==> src/rtl/serial_port_pkg.sv <==
// Constants shared by the serial port control design.
package serial_port_pkg;
  // Register indices on the 4-bit address bus.
  localparam logic [3:0] ADDR_OUT_MODE   = 4'h0;
  localparam logic [3:0] ADDR_IN_MODE    = 4'h1;
  localparam logic [3:0] ADDR_CONFIG     = 4'h2;
  localparam logic [3:0] ADDR_LINE_STAT  = 4'h3;
  localparam logic [3:0] ADDR_INT_CAUSE  = 4'h4;
  localparam logic [3:0] ADDR_LINE_CFG   = 4'h5;
  localparam logic [3:0] ADDR_TERM_RDY   = 4'h6;
  localparam logic [3:0] ADDR_REQ_SEND   = 4'h7;
  localparam logic [3:0] ADDR_REM_LOOP   = 4'h8;
  localparam logic [3:0] ADDR_LOC_LOOP   = 4'h9;
  // Field positions.
  localparam int CONTINUOUS_BIT = 7;
  localparam int CONFIG_OUT_EN  = 0;
  // Protocol codes in the low nibble of the output mode register.
  localparam logic [3:0] PROTO_OFF     = 4'h0;
  localparam logic [3:0] PROTO_MIL188C = 4'h1;
  localparam logic [3:0] PROTO_RS232   = 4'h2;
  localparam logic [3:0] PROTO_EIA562  = 4'h3;
  localparam logic [3:0] PROTO_RS422   = 4'h4;
  localparam logic [3:0] PROTO_RS485   = 4'h5;
  localparam logic [3:0] PROTO_MILBAL  = 4'h6;
  localparam logic [3:0] PROTO_RS423   = 4'h8;
  localparam logic [3:0] PROTO_MILUNB  = 4'h9;
  localparam logic [3:0] PROTO_RS449   = 4'hC;
  localparam logic [3:0] PROTO_EIA530  = 4'hD;
  localparam logic [3:0] PROTO_V35     = 4'hE;
  // Electrical level classes, two bits per driver.
  localparam logic [1:0] LVL_OFF    = 2'h0;
  localparam logic [1:0] LVL_RS232  = 2'h1;
  localparam logic [1:0] LVL_RS422  = 2'h2;
  localparam logic [1:0] LVL_RS423  = 2'h3;
  // Reset value and output mode read mask.
  localparam logic [7:0] RESET_BYTE = 8'h00;
  localparam logic [7:0] READ_MASK_OUT_MODE = 8'h8F;
endpackage : serial_port_pkg

==> src/rtl/serial_port_ctrl.sv <==
// Digital control of a programmable multi-protocol serial line interface.
`timescale 1ns/1ps
module serial_port_ctrl
  import serial_port_pkg::*;
(
  // Clock and reset.
  input  wire logic       clk_sys,
  input  wire logic       rst_n,
  // Microprocessor port.
  input  wire logic [3:0] addr,
  input  wire logic [7:0] dataIn,
  output logic      [7:0] dataOut,
  output logic            dataOe_n,
  input  wire logic       chipSelect_n,
  input  wire logic       readStrobe_n,
  input  wire logic       write_strobe_n,
  output logic            intReq_n,
  // Mode source select and external modes.
  input  wire logic       external_control_select,
  input  wire logic [7:0] extOutMode,
  // TTL side.
  input  wire logic       txData,
  input  wire logic       txClkIn,
  output logic            txClkOut,
  output logic            txClkOe_n,
  input  wire logic       reqSend,
  input  wire logic       termReady,
  input  wire logic       remLoop,
  input  wire logic       locLoop,
  output logic            rxData,
  output logic            rxClk,
  output logic            clrSend,
  output logic            dataSetReady,
  output logic            carrierDetect,
  output logic            ringIn,
  // Line side drivers: a inverted, b true, low-active enables.
  output logic            sendDataA,
  output logic            sendDataB,
  output logic            sendDataOe_n,
  output logic            termTimA,
  output logic            termTimB,
  output logic            termTimOe_n,
  input  wire logic       termTimInB,
  output logic            adapter_config_clock_out,
  output logic            sendTimB,
  output logic            sendTimOe_n,
  input  wire logic       adapter_serial_data_in,
  output logic      [3:0] ctrlA,
  output logic      [3:0] ctrlB,
  output logic            ctrlOe_n,
  // Line side receivers, b-line true sense.
  input  wire logic       rxDataB,
  input  wire logic       rxTimB,
  input  wire logic [3:0] statB,
  // Level class per driver: data, clock, RS, TR, RL, LL.
  output logic      [1:0] lvlData,
  output logic      [1:0] lvlClk,
  output logic      [1:0] lvlReqSend,
  output logic      [1:0] lvlTermRdy,
  output logic      [1:0] lvlRemLoop,
  output logic      [1:0] lvlLocLoop
);
  logic [7:0] outModeReg;
  logic [7:0] inModeReg;
  logic [7:0] configReg;
  logic [7:0] lineCfgReg;
  logic [7:0] ctrlValReg [4];
  logic [3:0] causeReg;
  logic [3:0] maskReg;
  logic       modeWrittenReg;
  logic       wrPrevReg;
  logic [9:0] pinRaw;
  logic [9:0] pinSync;
  logic       txDataSync, txClkSync, reqSendSync, termRdySync, remLoopSync;
  logic       locLoopSync, rxDataSync, rxTimSync, termTimSync, adapterDataSync;
  logic [3:0] statSync;
  logic [3:0] statChg;
  logic       csSync;
  logic       rdSync;
  logic       wrSync;
  logic       rdActive;
  logic       wrPulse;
  logic [7:0] effMode;
  logic [3:0] ctrlSrc;
  logic       driversOn;
  logic [7:0] readMux;

  // Host strobes pass two flip-flops before use.
  sync_edge csS (.clk_sys(clk_sys), .rst_n(rst_n), .resetLevel(1'b1), .asyncIn(chipSelect_n),
                 .syncOut(csSync), .changed());
  sync_edge rdS (.clk_sys(clk_sys), .rst_n(rst_n), .resetLevel(1'b1), .asyncIn(readStrobe_n),
                 .syncOut(rdSync), .changed());
  sync_edge wrS (.clk_sys(clk_sys), .rst_n(rst_n), .resetLevel(1'b1), .asyncIn(write_strobe_n),
                 .syncOut(wrSync), .changed());

  // Status inputs are synchronised and watched for changes.
  for (genvar i = 0; i < 4; i++) begin : gStat
    sync_edge stS (.clk_sys(clk_sys), .rst_n(rst_n), .resetLevel(1'b0), .asyncIn(statB[i]),
                   .syncOut(statSync[i]), .changed(statChg[i]));
  end

  // Line and TTL pins pass two flip-flops before any logic reads them.
  assign pinRaw = {adapter_serial_data_in, termTimInB, rxTimB, rxDataB, locLoop, remLoop, termReady, reqSend,
                   txClkIn, txData};
  for (genvar i = 0; i < 10; i++) begin : gPin
    sync_edge pnS (.clk_sys(clk_sys), .rst_n(rst_n), .resetLevel(1'b0), .asyncIn(pinRaw[i]),
                   .syncOut(pinSync[i]), .changed());
  end
  assign {adapterDataSync, termTimSync, rxTimSync, rxDataSync, locLoopSync, remLoopSync, termRdySync,
          reqSendSync, txClkSync, txDataSync} = pinSync;

  assign rdActive = !csSync && !rdSync;
  assign wrPulse  = !csSync && !wrSync && wrPrevReg;

  always_ff @(posedge clk_sys) begin
    if (!rst_n) begin
      wrPrevReg <= 1'b1;
    end else begin
      wrPrevReg <= wrSync || csSync;
    end
  end

  // Register writes at the addressed index.
  always_ff @(posedge clk_sys) begin
    if (!rst_n) begin
      outModeReg     <= RESET_BYTE;
      inModeReg      <= RESET_BYTE;
      configReg      <= RESET_BYTE;
      lineCfgReg     <= RESET_BYTE;
      maskReg        <= 4'h0;
      modeWrittenReg <= 1'b0;
      for (int k = 0; k < 4; k++) begin
        ctrlValReg[k] <= RESET_BYTE;
      end
    end else if (wrPulse) begin
      case (addr)
        ADDR_OUT_MODE: begin
          outModeReg     <= dataIn;
          modeWrittenReg <= 1'b1;
        end
        ADDR_IN_MODE:   inModeReg    <= dataIn;
        ADDR_CONFIG:    configReg    <= dataIn;
        ADDR_INT_CAUSE: maskReg      <= dataIn[3:0];
        ADDR_LINE_CFG:  lineCfgReg   <= dataIn;
        ADDR_TERM_RDY:  ctrlValReg[1] <= dataIn;
        ADDR_REQ_SEND:  ctrlValReg[0] <= dataIn;
        ADDR_REM_LOOP:  ctrlValReg[2] <= dataIn;
        ADDR_LOC_LOOP:  ctrlValReg[3] <= dataIn;
        default: ;
      endcase
    end
  end

  // Interrupt causes: a change sets its bit, and a set wins over a clear.
  always_ff @(posedge clk_sys) begin
    if (!rst_n) begin
      causeReg <= 4'h0;
    end else begin
      for (int k = 0; k < 4; k++) begin
        if (statChg[k]) begin
          causeReg[k] <= 1'b1;
        end else if (wrPulse && addr == ADDR_INT_CAUSE && dataIn[k + 4]) begin
          causeReg[k] <= 1'b0;
        end
      end
    end
  end

  always_ff @(posedge clk_sys) begin
    if (!rst_n) begin
      intReq_n <= 1'b1;
    end else begin
      intReq_n <= !(|(causeReg & maskReg));
    end
  end

  // Read multiplexer and bus drive.
  always_comb begin
    case (addr)
      ADDR_OUT_MODE:  readMux = outModeReg & READ_MASK_OUT_MODE;
      ADDR_IN_MODE:   readMux = inModeReg;
      ADDR_CONFIG:    readMux = configReg;
      ADDR_LINE_STAT: readMux = {3'h0, adapterDataSync, statSync};
      ADDR_INT_CAUSE: readMux = {4'h0, causeReg};
      ADDR_LINE_CFG:  readMux = lineCfgReg;
      ADDR_TERM_RDY:  readMux = ctrlValReg[1];
      ADDR_REQ_SEND:  readMux = ctrlValReg[0];
      ADDR_REM_LOOP:  readMux = ctrlValReg[2];
      ADDR_LOC_LOOP:  readMux = ctrlValReg[3];
      default:        readMux = 8'h00;
    endcase
  end

  always_ff @(posedge clk_sys) begin
    if (!rst_n) begin
      dataOut  <= 8'h00;
      dataOe_n <= 1'b1;
    end else begin
      dataOut  <= readMux;
      dataOe_n <= !rdActive;
    end
  end

  // Mode source and level classes.
  assign effMode = external_control_select ? extOutMode : outModeReg;

  always_comb begin
    lvlData    = LVL_OFF;
    lvlReqSend = LVL_OFF;
    lvlRemLoop = LVL_OFF;
    case (effMode[3:0])
      PROTO_RS232, PROTO_EIA562, PROTO_MIL188C: begin
        lvlData    = LVL_RS232;
        lvlReqSend = LVL_RS232;
        lvlRemLoop = LVL_RS232;
      end
      PROTO_RS422, PROTO_RS485, PROTO_MILBAL: begin
        lvlData    = LVL_RS422;
        lvlReqSend = LVL_RS422;
        lvlRemLoop = LVL_RS422;
      end
      PROTO_RS423, PROTO_MILUNB: begin
        lvlData    = LVL_RS423;
        lvlReqSend = LVL_RS423;
        lvlRemLoop = LVL_RS423;
      end
      PROTO_RS449, PROTO_EIA530: begin
        lvlData    = LVL_RS422;
        lvlReqSend = LVL_RS422;
        lvlRemLoop = LVL_RS423;
      end
      PROTO_V35: begin
        lvlData    = LVL_RS422;
        lvlReqSend = LVL_RS232;
        lvlRemLoop = LVL_RS232;
      end
      default: ;
    endcase
  end
  assign lvlClk     = lvlData;
  assign lvlTermRdy = lvlReqSend;
  assign lvlLocLoop = lvlRemLoop;

  // Control pair sources: pin or register, chosen per line.
  assign ctrlSrc = {lineCfgReg[3] ? ctrlValReg[3][0] : locLoopSync,
                    lineCfgReg[2] ? ctrlValReg[2][0] : remLoopSync,
                    lineCfgReg[1] ? ctrlValReg[1][0] : termRdySync,
                    lineCfgReg[0] ? ctrlValReg[0][0] : reqSendSync};

  // Driver enable: written mode, general enable, continuous or terminal ready.
  assign driversOn = (modeWrittenReg || external_control_select) && configReg[CONFIG_OUT_EN]
                     && (effMode[3:0] != PROTO_OFF)
                     && (effMode[CONTINUOUS_BIT] || ctrlSrc[1]);

  // Line drive: a inverted, b true.
  always_ff @(posedge clk_sys) begin
    if (!rst_n) begin
      sendDataA <= 1'b1;
      sendDataB <= 1'b0;
      ctrlA     <= 4'hF;
      ctrlB     <= 4'h0;
      termTimA  <= 1'b1;
      termTimB  <= 1'b0;
      sendTimB  <= 1'b0;
      adapter_config_clock_out <= 1'b1;
      txClkOut  <= 1'b0;
    end else begin
      sendDataA <= !txDataSync;
      sendDataB <= txDataSync;
      ctrlA     <= ~ctrlSrc;
      ctrlB     <= ctrlSrc;
      termTimA  <= !txClkSync;
      termTimB  <= txClkSync;
      adapter_config_clock_out <= inModeReg[7] ? configReg[7] : !txClkSync;
      sendTimB  <= txClkSync;
      txClkOut  <= termTimSync;
    end
  end

  // Clock direction: inModeReg bit 6 set makes the terminal timing pair an input.
  assign txClkOe_n    = !inModeReg[6];
  assign termTimOe_n  = !(driversOn && !inModeReg[6]);
  assign sendTimOe_n  = !(driversOn && !inModeReg[7]);
  assign sendDataOe_n = !driversOn;
  assign ctrlOe_n     = !driversOn;

  // Receivers to TTL outputs.
  always_ff @(posedge clk_sys) begin
    if (!rst_n) begin
      rxData        <= 1'b0;
      rxClk         <= 1'b0;
      clrSend       <= 1'b0;
      dataSetReady  <= 1'b0;
      carrierDetect <= 1'b0;
      ringIn        <= 1'b0;
    end else begin
      rxData        <= rxDataSync;
      rxClk         <= rxTimSync;
      clrSend       <= statSync[0];
      dataSetReady  <= statSync[1];
      carrierDetect <= statSync[2];
      ringIn        <= statSync[3];
    end
  end
endmodule : serial_port_ctrl

==> src/rtl/sync_edge.sv <==
// Two flip-flop synchroniser with a change detector on the settled copy.
`timescale 1ns/1ps
module sync_edge (
  // Clock and reset.
  input  wire logic clk_sys,
  input  wire logic rst_n,
  input  wire logic resetLevel,
  // Asynchronous level in, settled level and change pulse out.
  input  wire logic asyncIn,
  output logic      syncOut,
  output logic      changed
);
  logic metaReg;
  logic syncReg;
  logic lastReg;

  always_ff @(posedge clk_sys) begin
    if (!rst_n) begin
      // Flops rest at the pin's idle level so that no false strobe or change follows reset.
      metaReg <= resetLevel;
      syncReg <= resetLevel;
      lastReg <= resetLevel;
    end else begin
      metaReg <= asyncIn;
      syncReg <= metaReg;
      lastReg <= syncReg;
    end
  end

  assign syncOut = syncReg;
  assign changed = (syncReg != lastReg);
endmodule : sync_edge

==> config.mk <==
export PLATFORM = sky130hd
export DESIGN_NAME = serial_port_ctrl
export DESIGN_NICKNAME = d
export VERILOG_FILES = /design/src/rtl/serial_port_pkg.sv /design/src/rtl/serial_port_ctrl.sv /design/src/rtl/sync_edge.sv
export SDC_FILE = /design/constraint.sdc
export NUM_CORES = 1
export LEC_CHECK = 0
export BUFFER_PORTS_ARGS = -buffer_cell sky130_fd_sc_hd__buf_4
export CAP_MARGIN = 40
export CORE_MARGIN = 1.5
export CORE_UTILIZATION = 62
export CTS_BUF_LIST = sky130_fd_sc_hd__clkbuf_16
export DETAILED_ROUTE_END_ITERATION = 8
export GPL_ROUTABILITY_DRIVEN = 0
export HOLD_SLACK_MARGIN = 0.05
export PLACE_DENSITY = 0.85
export SYNTH_ARGS = -nofsm -noshare
export SYNTH_HDL_FRONTEND = slang
export SYNTH_HIERARCHICAL = 1
export SYNTH_SLANG_ARGS = --single-unit
==> constraint.sdc <==
create_clock -name clk_sys -period 3.6 [get_ports clk_sys]
set_input_delay 0.72 -clock clk_sys [delete_from_list [all_inputs] [get_ports clk_sys]]
set_output_delay 0.72 -clock clk_sys [all_outputs]
set_load 0.005 [all_outputs]
# Word level (Yosys, flattened, before mapping)
# Memory sizes are Yosys's and may differ from the RTL's.
# Index checks and enable logic that the tools add are counted.
totals:
  rom_bits: 0
  memories: 1
  wordCells: 179
  out_inout_bits: 48
  ff_bits: 106
  latchBits: 0
  inputBits: 40
  ram_bits: 32
mem_list:
  columns: ["memory", "words", "width", "rd", "rd_clocked_by_memory_dff", "wr", "line", "rtl"]
  rows:
  - ["ctrlValReg", 4, 8, 4, 0, 4, "serial_port_ctrl.sv:67", "logic [7:0] ctrlValReg [4];"]
op_classes:
  n_eq_ne: 24
  div_mod_pow: 0
  reduce_logical: 47
  n_shift: 0
  addsub: 0
  bitwise_logic: 6
  multipliers: 0
  magnitude_cmp: 0
  mux: 39
ops:
  columns: ["op", "count"]
  rows:
  - ["8-bit case mux with 10 select lines", 1]
  - ["8-bit two-way mux", 5]
  - ["1-bit two-way mux", 30]
  - ["4-bit by 3-bit equality test with 1-bit output (second input constant)", 7]
  - ["4-bit equality test (second input constant)", 7]
  - ["2-bit case mux with 3 select lines", 3]
  - ["4-bit by 2-bit equality test with 1-bit output (second input constant)", 4]
  - ["1-bit logical AND", 13]
  - ["1-bit zero test", 12]
  - ["4-bit OR reduction", 3]
  - ["2-bit AND reduction", 5]
  - ["4-bit by 1-bit equality test with 1-bit output (second input constant)", 2]
  - ["2-bit nonzero test", 4]
  - ["3-bit OR reduction", 2]
  - ["6-bit OR reduction", 1]
  - ["5-bit OR reduction", 1]
  - ["4-bit bitwise AND", 1]
  - ["4-bit zero test", 1]
  - ["1-bit != test", 4]
  - ["4-bit NOT", 1]
  - ["1-bit OR", 4]
  - ["4-bit nonzero test", 1]
  - ["1-bit logical OR", 3]
  - ["2-bit OR reduction", 1]

# Longest topological paths before layout
# Gate-level depths: netlist of run 1.
logic_depth:
  depth_word: 7
  depth_mapped: 7

# By module
# The synthesis of run 1 kept the hierarchy.
modules_own_cells:
  columns: ["module", "n_inst", "area_each_um2", "seq_area_each_um2", "cells_per_inst"]
  rows:
  - ["serial_port_ctrl", 1, 4616.9, 2342.2, 428]
  - ["sync_edge", 17, 102.6, 60.1, 7]

# Worst setup path after synthesis of run 1
# Ideal clock, no wire load.
synth_path:
  path_kind: "input-to-output"
  startpoint: "in external_control_select"
  endpoint: "out lvlRemLoop[1]"
  arrival_ns: 1.793
  t_required_ns: 2.880
  stages: 5
  path_slack_ns: 1.087
  path_cell_list: "buf_2 > mux2_2 > o21bai_1 > nor2b_1 > buf_4"
synth_via:
  elab_chain_cells: 4
  word_cells_on_any_way: 16
  classes_between: "eq/ne: 11; mux: 2; reduce/logical: 3"
synth_rtl:
  columns: ["item", "line", "rtl"]
  rows:
  - ["from (decl)", "serial_port_ctrl.sv:19", "input wire logic external_control_select,"]
  - ["8-bit two-way mux (*)", "serial_port_ctrl.sv:205", "assign effMode = external_control_select ? extOutMode : outModeReg;"]
  - ["4-bit equality test (tied with other cells)", "serial_port_ctrl.sv:211", "case (effMode[3:0])"]
  - ["4-bit OR reduction (no line) / 3-bit OR reduction (equally long branches)", null, null]
  - ["2-bit case mux with 3 select lines (*)", "serial_port_ctrl.sv:211", null]
  - ["to (decl)", "serial_port_ctrl.sv:60", "output logic [1:0] lvlRemLoop,"]
# Mark *: on every way between the ends. The rest lies on a longest branch, timed or not.

# Worst setup path after layout of run 1
layout_path:
  startpoint: "in external_control_select"
  endpoint: "out termTimOe_n"
layout_via:
  elab_chain_cells: 6
  word_cells_on_any_way: 9
  classes_between: "mux: 1; reduce/logical: 8"
layout_rtl:
  columns: ["item", "line", "rtl"]
  rows:
  - ["8-bit two-way mux / 1-bit logical OR (equally long branches)", "serial_port_ctrl.sv:205, serial_port_ctrl.sv:251", null]
  - ["4-bit nonzero test / 1-bit logical AND (equally long branches)", "serial_port_ctrl.sv:252, serial_port_ctrl.sv:251", null]
  - ["1-bit logical AND", "serial_port_ctrl.sv:252", "&& (effMode[3:0] != PROTO_OFF)"]
  - ["1-bit logical AND (*)", "serial_port_ctrl.sv:253", "&& (effMode[CONTINUOUS_BIT] || ctrlSrc[1]);"]
  - ["1-bit logical AND (*)", "serial_port_ctrl.sv:282", "assign termTimOe_n = !(driversOn && !inModeReg[6]);"]
  - ["1-bit zero test (*)", "serial_port_ctrl.sv:282", null]
  - ["to (decl)", "serial_port_ctrl.sv:42", "output logic termTimOe_n,"]
# Marks and branches as above.

==> impl_metrics.env, run 1 <==
export IMPL_setup_violations=0
export IMPL_multi_input_area_mm2=0.002615
export IMPL_routed_via_density=5.793
export IMPL_dpl_worst_slack_ns=1.005
export IMPL_cts_buffers=17
export IMPL_pin_count=88
export IMPL_cts_root_buf="clkbuf_16"
export IMPL_ant_nets=0
export IMPL_antenna_found_initial=0
export IMPL_worstSetupPathType="primary input to output pin"
export IMPL_cap_violations=0
export IMPL_r2r_cells=4
export IMPL_syn_inst=508
export IMPL_r2r_end="ctrlValReg[2][5]"
export IMPL_report_final_slew_viol_count=0
export IMPL_power_density_mw_per_mm2=535.2
export IMPL_mostFrequentLayoutCells="dfxtp_1 (107), buf_4 (87), and2_1 (48)"
export IMPL_min_period_ns=2.570
export IMPL_setup_tns_ns=0
export IMPL_start_kind="primary input"
export IMPL_drc_errors=0
export IMPL_final_seq_area_mm2=0.003103
export IMPL_postCtsHoldBufs=0
export IMPL_ctsResizeCount=0
export IMPL_die_h_um=100.1
export IMPL_finalHoldViolCount=0
export IMPL_die_area_mm2=0.01001
export IMPL_cts_setup_buffers=0
export IMPL_holdCritPathClass="flip-flop to flip-flop"
export IMPL_fillerInstances=564
export IMPL_ir_worst_vdd_mv=0.4193
export IMPL_yosys_warnings=6
export IMPL_rsz0062_at_grt="no"
export IMPL_max_slew_margin_rel_pct=42.40
export IMPL_min_period_over_period_pct=71.39
export IMPL_avgSynthCellArea_um2=11.50
export IMPL_die_w_um=100.1
export IMPL_fin_nets=661
export IMPL_hpwl_mm=8.692
export IMPL_layout_commonest_cell="dfxtp_1"
export IMPL_place_port_buffers=84
export IMPL_row_count=35
export IMPL_routed_wl_mm=13.39
export IMPL_clock_skew_ns=0.004545
export IMPL_cts_tree="built"
export IMPL_required_ns=2.88
export IMPL_worstPathArrival_ns=1.85
export IMPL_first_pass_iters=5
export IMPL_cp_end_kind="output pin"
export IMPL_tightest_slew_ns=0.8622
export IMPL_core_area_mm2=0.009196
export IMPL_cts_sinks=139
export IMPL_synthesis_area_mm2=0.005841
export IMPL_cp_endpoint="termTimOe_n"
export IMPL_crit_fanout=14
export IMPL_r2r_start="csS/syncOut"
export IMPL_p_leak_nw=3.093
export IMPL_drtIter0Drc=270
export IMPL_initial_core_util_pct=63.51
export IMPL_clk_pin_slew_ns=0.06
export IMPL_layout_setup_ws_ns=1.030
export IMPL_vias=4316
export IMPL_grt_pass1_wl_mm=20.80
export IMPL_wl_per_cell_um=17.97
export IMPL_htreeDepth=4
export IMPL_insertion_delay_ns=0.41
export IMPL_status="finished, final reports clean"
export IMPL_crit_start="external_control_select"
export IMPL_layoutNonFillerInstCount=745
export IMPL_overflow=0
export IMPL_clock_fmax_ghz=0.3891
export IMPL_reg2reg_slack_ns=1.82
export IMPL_grt_pass1_vias=4267
export IMPL_clock_path_buffers=2
export IMPL_area_growth_pct=23.31
export IMPL_grt_max_degree=56
export IMPL_track_usage_pct=27.39
export IMPL_n_antenna_cell=0
export IMPL_dp_cells=713
export IMPL_drive_above_1_share_pct=27.92
==> through the flow <==
step	hold WS [ns]	power (mW)	utilization [%]	instance area, um^2
after global routing	0.4339	3.975	78.31	7202
after floorplan	0.3863	1.922	-	5976
after global placement	0.3952	2.041	71.44	6570
final	0.4094	3.855	78.31	7202
after CTS	0.4106	3.866	78.31	7202
after detailed placement	0.3980	2.055	71.44	6570
==> cell type report <==
type / count / area share, %
clock buffers: 18 / 6.254
clock inverters: 14 / 2.519
inverters: 16 / 0.8339
multi-input cells: 360 / 36.31
flip-flops and latches: 139 / 43.09
well taps: 111 / 1.928
repair buffers: 87 / 9.069
==> sequential cells by signal, summed over array words and instances (netlist names), 4 cells and up <==
signal	count
gStat.stS/syncOut	4
dataOut	8
ctrlB	4
gPin.pnS/syncOut	10
outModeReg	5
configReg	8
gPin.pnS/metaReg	10
ctrlValReg	32
causeReg	4
gStat.stS/metaReg	4
ctrlA	4
maskReg	4
gStat.stS/lastReg	4
inModeReg	8
lineCfgReg	8
==> critical path, cell delays in order <==
cell and delay [ns]:
buf_4 0.16, nand2b_1 0.10, o32ai_1 0.11, a221oi_1 0.50, nand2_1 0.11, buf_4 0.15
==> routing by layer <==
| layer | track usage, % | part of all wire (%) | vias to the layer above |
|---|---|---|---|
| met5 | 0 | 0 | - |
| met4 | 12.89 | 3.5 | 0 |
| met3 | 6.476 | 8.6 | 51 |
| met2 | 45.89 | 49 | 224 |
| met1 | 33.48 | 39 | 2059 |
| li1 | - | - | 1982 |
==> worst min-delay path by stage <==
stage	from	end	depth (start not counted)
6_report	rdS/syncOut	dataOe_n	1
5_1_grt	rdS/syncOut	dataOe_n	1
4_1_cts	rdS/syncOut	dataOe_n	1
3_5_place_dp	rdS/syncOut	dataOe_n	1
3_3_place_gp	rdS/syncOut	dataOe_n	1
2_1_floorplan	rdS/syncOut	dataOe_n	1
==> power breakdown <==
part	total [mW]	leakage, nW	internal (mW)	switching (mW)
Combinational	0.320	1.56	0.159	0.161
Clock	1.83	0.309	1.15	0.679
Sequential	1.71	1.22	1.67	0.0348
No activity file was read; power rests on OpenSTA's default activity.
==> inputs of run 2 (changes only) <==
--- a/config.mk
+++ b/config.mk
@@ -8,12 +8,12 @@
 export BUFFER_PORTS_ARGS = -buffer_cell sky130_fd_sc_hd__buf_4
 export CAP_MARGIN = 40
 export CORE_MARGIN = 1.5
-export CORE_UTILIZATION = 62
+export CORE_UTILIZATION = 52
 export CTS_BUF_LIST = sky130_fd_sc_hd__clkbuf_16
 export DETAILED_ROUTE_END_ITERATION = 8
 export GPL_ROUTABILITY_DRIVEN = 0
 export HOLD_SLACK_MARGIN = 0.05
-export PLACE_DENSITY = 0.85
+export PLACE_DENSITY = 0.76
 export SYNTH_ARGS = -nofsm -noshare
 export SYNTH_HDL_FRONTEND = slang
 export SYNTH_HIERARCHICAL = 1
==> constraint.sdc (replaced) <==
create_clock -name clk_sys -period 2.2 [get_ports clk_sys]
set_input_delay 0.44 -clock clk_sys [delete_from_list [all_inputs] [get_ports clk_sys]]
set_output_delay 0.44 -clock clk_sys [all_outputs]
set_load 0.005 [all_outputs]
==> impl_metrics.env, run 2 (synthesized netlist as in run 1, its figures left out) <==
export IMPL_first_pass_iters=6
export IMPL_max_slew_margin_rel_pct=52.36
export IMPL_die_area_mm2=0.01188
export IMPL_crit_fanout=4
export IMPL_pwr_share_clk_pct=43.0
export IMPL_area_growth_pct=23.61
export IMPL_setup_violations=0
export IMPL_status="finished, final reports clean"
export IMPL_clock_skew_ns=0.01280
export IMPL_cap_violations=0
export IMPL_routed_top_layer="met4"
export IMPL_row_count=38
export IMPL_largest_register="ctrlValReg"
export IMPL_worstPathArrival_ns=1.67
export IMPL_start_kind="flip-flop"
export IMPL_htreeDepth=4
export IMPL_required_ns=1.76
export IMPL_p_leak_nw=3.101
export IMPL_drtIter0Drc=384
export IMPL_overflow=0
export IMPL_p_sw_share_pct=22.31
export IMPL_largest_reg_flops=32
export IMPL_n_antenna_cell=0
export IMPL_finalHoldViolCount=0
export IMPL_fin_nets=666
export IMPL_cts_root_buf="clkbuf_16"
export IMPL_mostFrequentLayoutCells="dfxtp_1 (104), buf_4 (91), and2_1 (48)"
export IMPL_p_sw_mw=1.304
export IMPL_setup_tns_ns=0
export IMPL_cp_end_kind="output pin"
export IMPL_routed_wl_mm=12.98
export IMPL_layout_setup_ws_ns=0.09238
export IMPL_min_period_over_period_pct=95.80
export IMPL_core_area_mm2=0.01089
export IMPL_wl_met3_mm=1.020
export IMPL_postCtsHoldBufs=0
export IMPL_cts_sinks=139
export IMPL_pin_count=88
export IMPL_ir_worst_vdd_mv=0.5998
export IMPL_report_final_slew_viol_count=0
export IMPL_cts_tree="built"
export IMPL_wl_per_cell_um=16.67
export IMPL_dpl_worst_slack_ns=0.1660
export IMPL_cts_buffers=17
export IMPL_combPwrFrac_pct=9.1
export IMPL_ant_nets=0
export IMPL_drive_above_1_share_pct=28.17
export IMPL_place_port_buffers=84
export IMPL_worstSetupPathType="flip-flop to output pin"
export IMPL_tightest_slew_ns=0.7099
export IMPL_grt_pass1_wl_mm=20.40
export IMPL_clk_pin_slew_ns=0.05
export IMPL_antenna_found_initial=0
export IMPL_vias=4197
export IMPL_insertion_delay_ns=0.42
export IMPL_reg2reg_slack_ns=0.49
export IMPL_grt_pass1_vias=4115
export IMPL_min_period_ns=2.108
export IMPL_clock_path_buffers=2
export IMPL_drc_errors=0
export IMPL_fin_util_pct=66.31
export IMPL_rsz0062_at_grt="no"
export IMPL_grt_max_degree=97
export IMPL_hold_ws_ns=0.2451
export IMPL_power_density_mw_per_mm2=809.4
export IMPL_holdCritPathClass="primary input to flip-flop"
export IMPL_die_w_um=109.0
export IMPL_die_h_um=109.0
export IMPL_wirelength_met1_mm=5.343
export IMPL_fillerInstances=848
export IMPL_hpwl_mm=8.766
export IMPL_routed_via_density=5.388
export IMPL_wl_met2_mm=6.265
export IMPL_p_int_mw=4.540
export IMPL_track_usage_pct=23.22
export IMPL_initial_core_util_pct=53.64
export IMPL_seqPwrFrac_pct=47.9
export IMPL_cts_setup_buffers=0
export IMPL_layout_commonest_cell="dfxtp_1"
export IMPL_clock_fmax_ghz=0.4745
## run 2: changes by cell type in the layout (fill, tap and decap cells not counted), sizes merged
cell	delta
buf	+5
bufinv	-3
clkbuf	+1
clkinv	+5
clkinvlp	-1
inv	-2
## run 2: path summary, 6_finish.rpt
path                  from                  end  cells past startpoint
min reg2reg    rdS/syncOut             dataOe_n                      1
max          outModeReg[2]        lvlTermRdy[1]                      5
min                rxDataB  gPin[6].pnS/metaReg                      2
max reg2reg      wrPrevReg     ctrlValReg[0][6]                      5
## run 2: timing repair
| action | CTS | global route |
|---|---|---|
| pin swaps | 0 | 1 |
| gates resized for setup | 1 | 10 |
| setup endpoints to repair | 8 | 10 |
## run 2: layout make-up
type / instances / area (um^2) / area share [%]
Sequential cell: 139 / 3107 / 43.03
Multi-Input combinational cell: 360 / 2644 / 36.62
Timing Repair Buffer: 92 / 703.2 / 9.740
Clock buffer: 19 / 475.5 / 6.586
Tap cell: 140 / 175.2 / 2.426
Inverter: 16 / 60.06 / 0.8319
Clock inverter: 13 / 55.05 / 0.7626
## run 2: critical path, cell delays in order, from the launching register on
cell and delay, ns:
dfxtp_2 0.38, inv_1 0.08, o32ai_2 0.27, o21bai_2 0.19, nor2b_1 0.20, buf_4 0.14
## run 2: power groups by stage
stage	sequential [mW]	combinational (mW)	clock, mW
2_1_floorplan	2.83	0.310	0
3_3_place_gp	2.84	0.507	0
3_5_place_dp	2.85	0.518	0
4_1_cts	2.80	0.525	2.56
5_1_grt	2.81	0.575	2.68
6_report	2.80	0.532	2.52
## run 2: stage by stage
stage | area (um^2) | std cells | total power, mW
finish | 7219 | 779 | 5.844
global route | 7219 | 779 | 6.067
CTS | 7194 | 779 | 5.878
detailed placement | 6656 | 747 | 3.368
global placement | 6656 | 747 | 3.351
floorplan | 5976 | 544 | 3.145
## run 2: per-layer routing
layer	global-route usage (%)	up-vias
met5	0	-
met4	10.71	0
met3	7.173	28
met2	37.19	187
met1	28.62	1987
li1	-	1995
==> inputs of run 3 (changes only) <==
--- a/config.mk
+++ b/config.mk
@@ -5,15 +5,15 @@
 export SDC_FILE = /design/constraint.sdc
 export NUM_CORES = 1
 export LEC_CHECK = 0
-export BUFFER_PORTS_ARGS = -buffer_cell sky130_fd_sc_hd__buf_4
+export ABC_AREA = 1
+export BUFFER_PORTS_ARGS = -buffer_cell sky130_fd_sc_hd__buf_2
 export CAP_MARGIN = 40
 export CORE_MARGIN = 1.5
-export CORE_UTILIZATION = 52
+export CORE_UTILIZATION = 30
 export CTS_BUF_LIST = sky130_fd_sc_hd__clkbuf_16
 export DETAILED_ROUTE_END_ITERATION = 8
 export GPL_ROUTABILITY_DRIVEN = 0
 export HOLD_SLACK_MARGIN = 0.05
-export PLACE_DENSITY = 0.76
 export SYNTH_ARGS = -nofsm -noshare
 export SYNTH_HDL_FRONTEND = slang
 export SYNTH_HIERARCHICAL = 1
==> impl_metrics.env, run 3 <==
export IMPL_setup_tns_ns=0
export IMPL_drc_errors=9
export IMPL_vias=4632
export IMPL_cp_end_kind="output pin"
export IMPL_fillerInstances=1873
export IMPL_cts_root_buf="clkbuf_16"
export IMPL_min_period_ns=2.012
export IMPL_row_count=49
export IMPL_largest_reg_flops=32
export IMPL_place_port_buffers=84
export IMPL_cap_violations=0
export IMPL_ant_nets=0
export IMPL_routed_wl_mm=13.56
export IMPL_crit_fanout=4
export IMPL_pin_count=88
export IMPL_cts_buffers=17
export IMPL_yosys_warnings=6
export IMPL_n_antenna_cell=0
export IMPL_slowest_stage="dfxtp_1"
export IMPL_cts_setup_buffers=0
export IMPL_power_density_mw_per_mm2=889.3
export IMPL_cts_sinks=139
export IMPL_rsz0062_at_grt="no"
export IMPL_mostFrequentLayoutCells="nand2_1 (192), dfxtp_1 (107), buf_2 (83)"
export IMPL_status="finished with violations"
export IMPL_syn_inst=698
export IMPL_overflow=0
export IMPL_min_period_over_period_pct=91.47
export IMPL_grt_max_degree=97
export IMPL_routed_via_density=4.424
export IMPL_finalHoldViolCount=0
export IMPL_clk_pin_slew_ns=0.06
export IMPL_clock_fmax_ghz=0.4969
export IMPL_fin_nets=845
export IMPL_violations="design-rule violations"
export IMPL_clock_skew_ns=0.01276
export IMPL_min_delay_start="rxDataB"
export IMPL_die_h_um=139.3
export IMPL_die_area_mm2=0.01939
export IMPL_antenna_found_initial=0
export IMPL_path_cells="o21ai_0, nor2_1, nor2_1, o21a_1, nand2_1, buf_2"
export IMPL_start_kind="flip-flop"
export IMPL_report_final_slew_viol_count=0
export IMPL_insertion_delay_ns=0.42
export IMPL_worstPathArrival_ns=1.57
export IMPL_crit_start="lineCfgReg[1]"
export IMPL_postCtsHoldBufs=0
export IMPL_die_w_um=139.3
export IMPL_first_pass_iters=9
export IMPL_cts_tree="built"
export IMPL_place_area_mm2=0.006304
export IMPL_r2r_start="csS/syncOut"
export IMPL_drtIter0Drc=314
export IMPL_htreeDepth=4
export IMPL_synthesis_area_mm2=0.005569
export IMPL_worstSetupPathType="flip-flop to output pin"
export IMPL_initial_core_util_pct=30.79
export IMPL_layout_commonest_cell="nand2_1"
export IMPL_holdCritPathClass="primary input to flip-flop"
export IMPL_drive_above_1_share_pct=21.03
export IMPL_crit_top_cell="nor2_1"
export IMPL_p_leak_nw=3.398
export IMPL_wl_per_cell_um=12.95
export IMPL_area_growth_pct=23.66
export IMPL_final_cell_area_mm2=0.006887
export IMPL_setup_violations=0
export IMPL_clock_path_buffers=2
export IMPL_track_usage_pct=14.55
export IMPL_crit_path_max_incr_delay_ns=0.33
export IMPL_ir_worst_vdd_mv=0.6933
export IMPL_core_area_mm2=0.01809
export IMPL_grt_pass1_wl_mm=21.78
export IMPL_avgSynthCellArea_um2=7.979
export IMPL_grt_pass1_vias=4263
export IMPL_required_ns=1.76
export IMPL_hpwl_mm=9.409
export IMPL_largest_register="ctrlValReg"
==> run 3: per-stage QoR <==
stage	hold WS, ns	std cells	utilization (%)	setup slack, ns	total power, mW
2_1_floorplan	0.3712	713	-	0.2550	3.134
3_3_place_gp	0.3741	1015	34.85	0.2949	3.324
3_5_place_dp	0.3789	1015	34.85	0.2602	3.334
4_1_cts	0.1973	1047	38.08	0.09122	6.189
5_1_grt	0.2008	1047	38.08	0.01769	6.376
6_report	0.2117	1047	38.08	0.1876	6.124
==> run 3: power by group <==
| part | internal (mW) | switching [mW] |
|---|---|---|
| Combinational | 0.170 | 0.306 |
| Clock | 1.76 | 1.08 |
| Sequential | 2.74 | 0.0570 |
==> run 3: cell type report <==
type	instances	area [um^2]	area share, %
repair buffers	99	548.0	7.958
clock inverters	15	157.7	2.289
well taps	229	286.5	4.161
multi-input cells	462	2043	29.67
inverters	86	322.8	4.688
flip-flops and latches	139	3103	45.06
clock buffers	17	425.4	6.177
==> run 3: routing by layer <==
layer | vias up | global-route usage [%] | share of wire, %
met5 | - | 0 | 0
met4 | 0 | 4.703 | 1.4
met3 | 15 | 4.886 | 7.2
met2 | 150 | 23.59 | 46
met1 | 2060 | 18.22 | 45
li1 | 2407 | - | -
==> run 3: what timing repair did <==
action,in CTS,in global routing
gates resized for setup,0,4
endpoints found under the setup margin,0,14
endpoints found under the hold margin,0,0
==> run 3: worst paths after layout <==
path	depth (start not counted)	slack (ns)	to
worst max register to register	5	0.55	ctrlValReg[1][5]
worst min register to register	1	0.39	sendDataA
worst max-delay path	6	0.19	sendTimOe_n
worst min-delay path	3	0.21	gPin[6].pnS/metaReg
==> run 3: critical path, delay by kind of cell, from the launching register on <==
| family | cells | cell delay [ns] |
|---|---|---|
| flops | 1 | 0.33 |
| simple gates | 3 | 0.24 |
| buf+inv | 1 | 0.12 |
| compound gates | 2 | 0.46 |
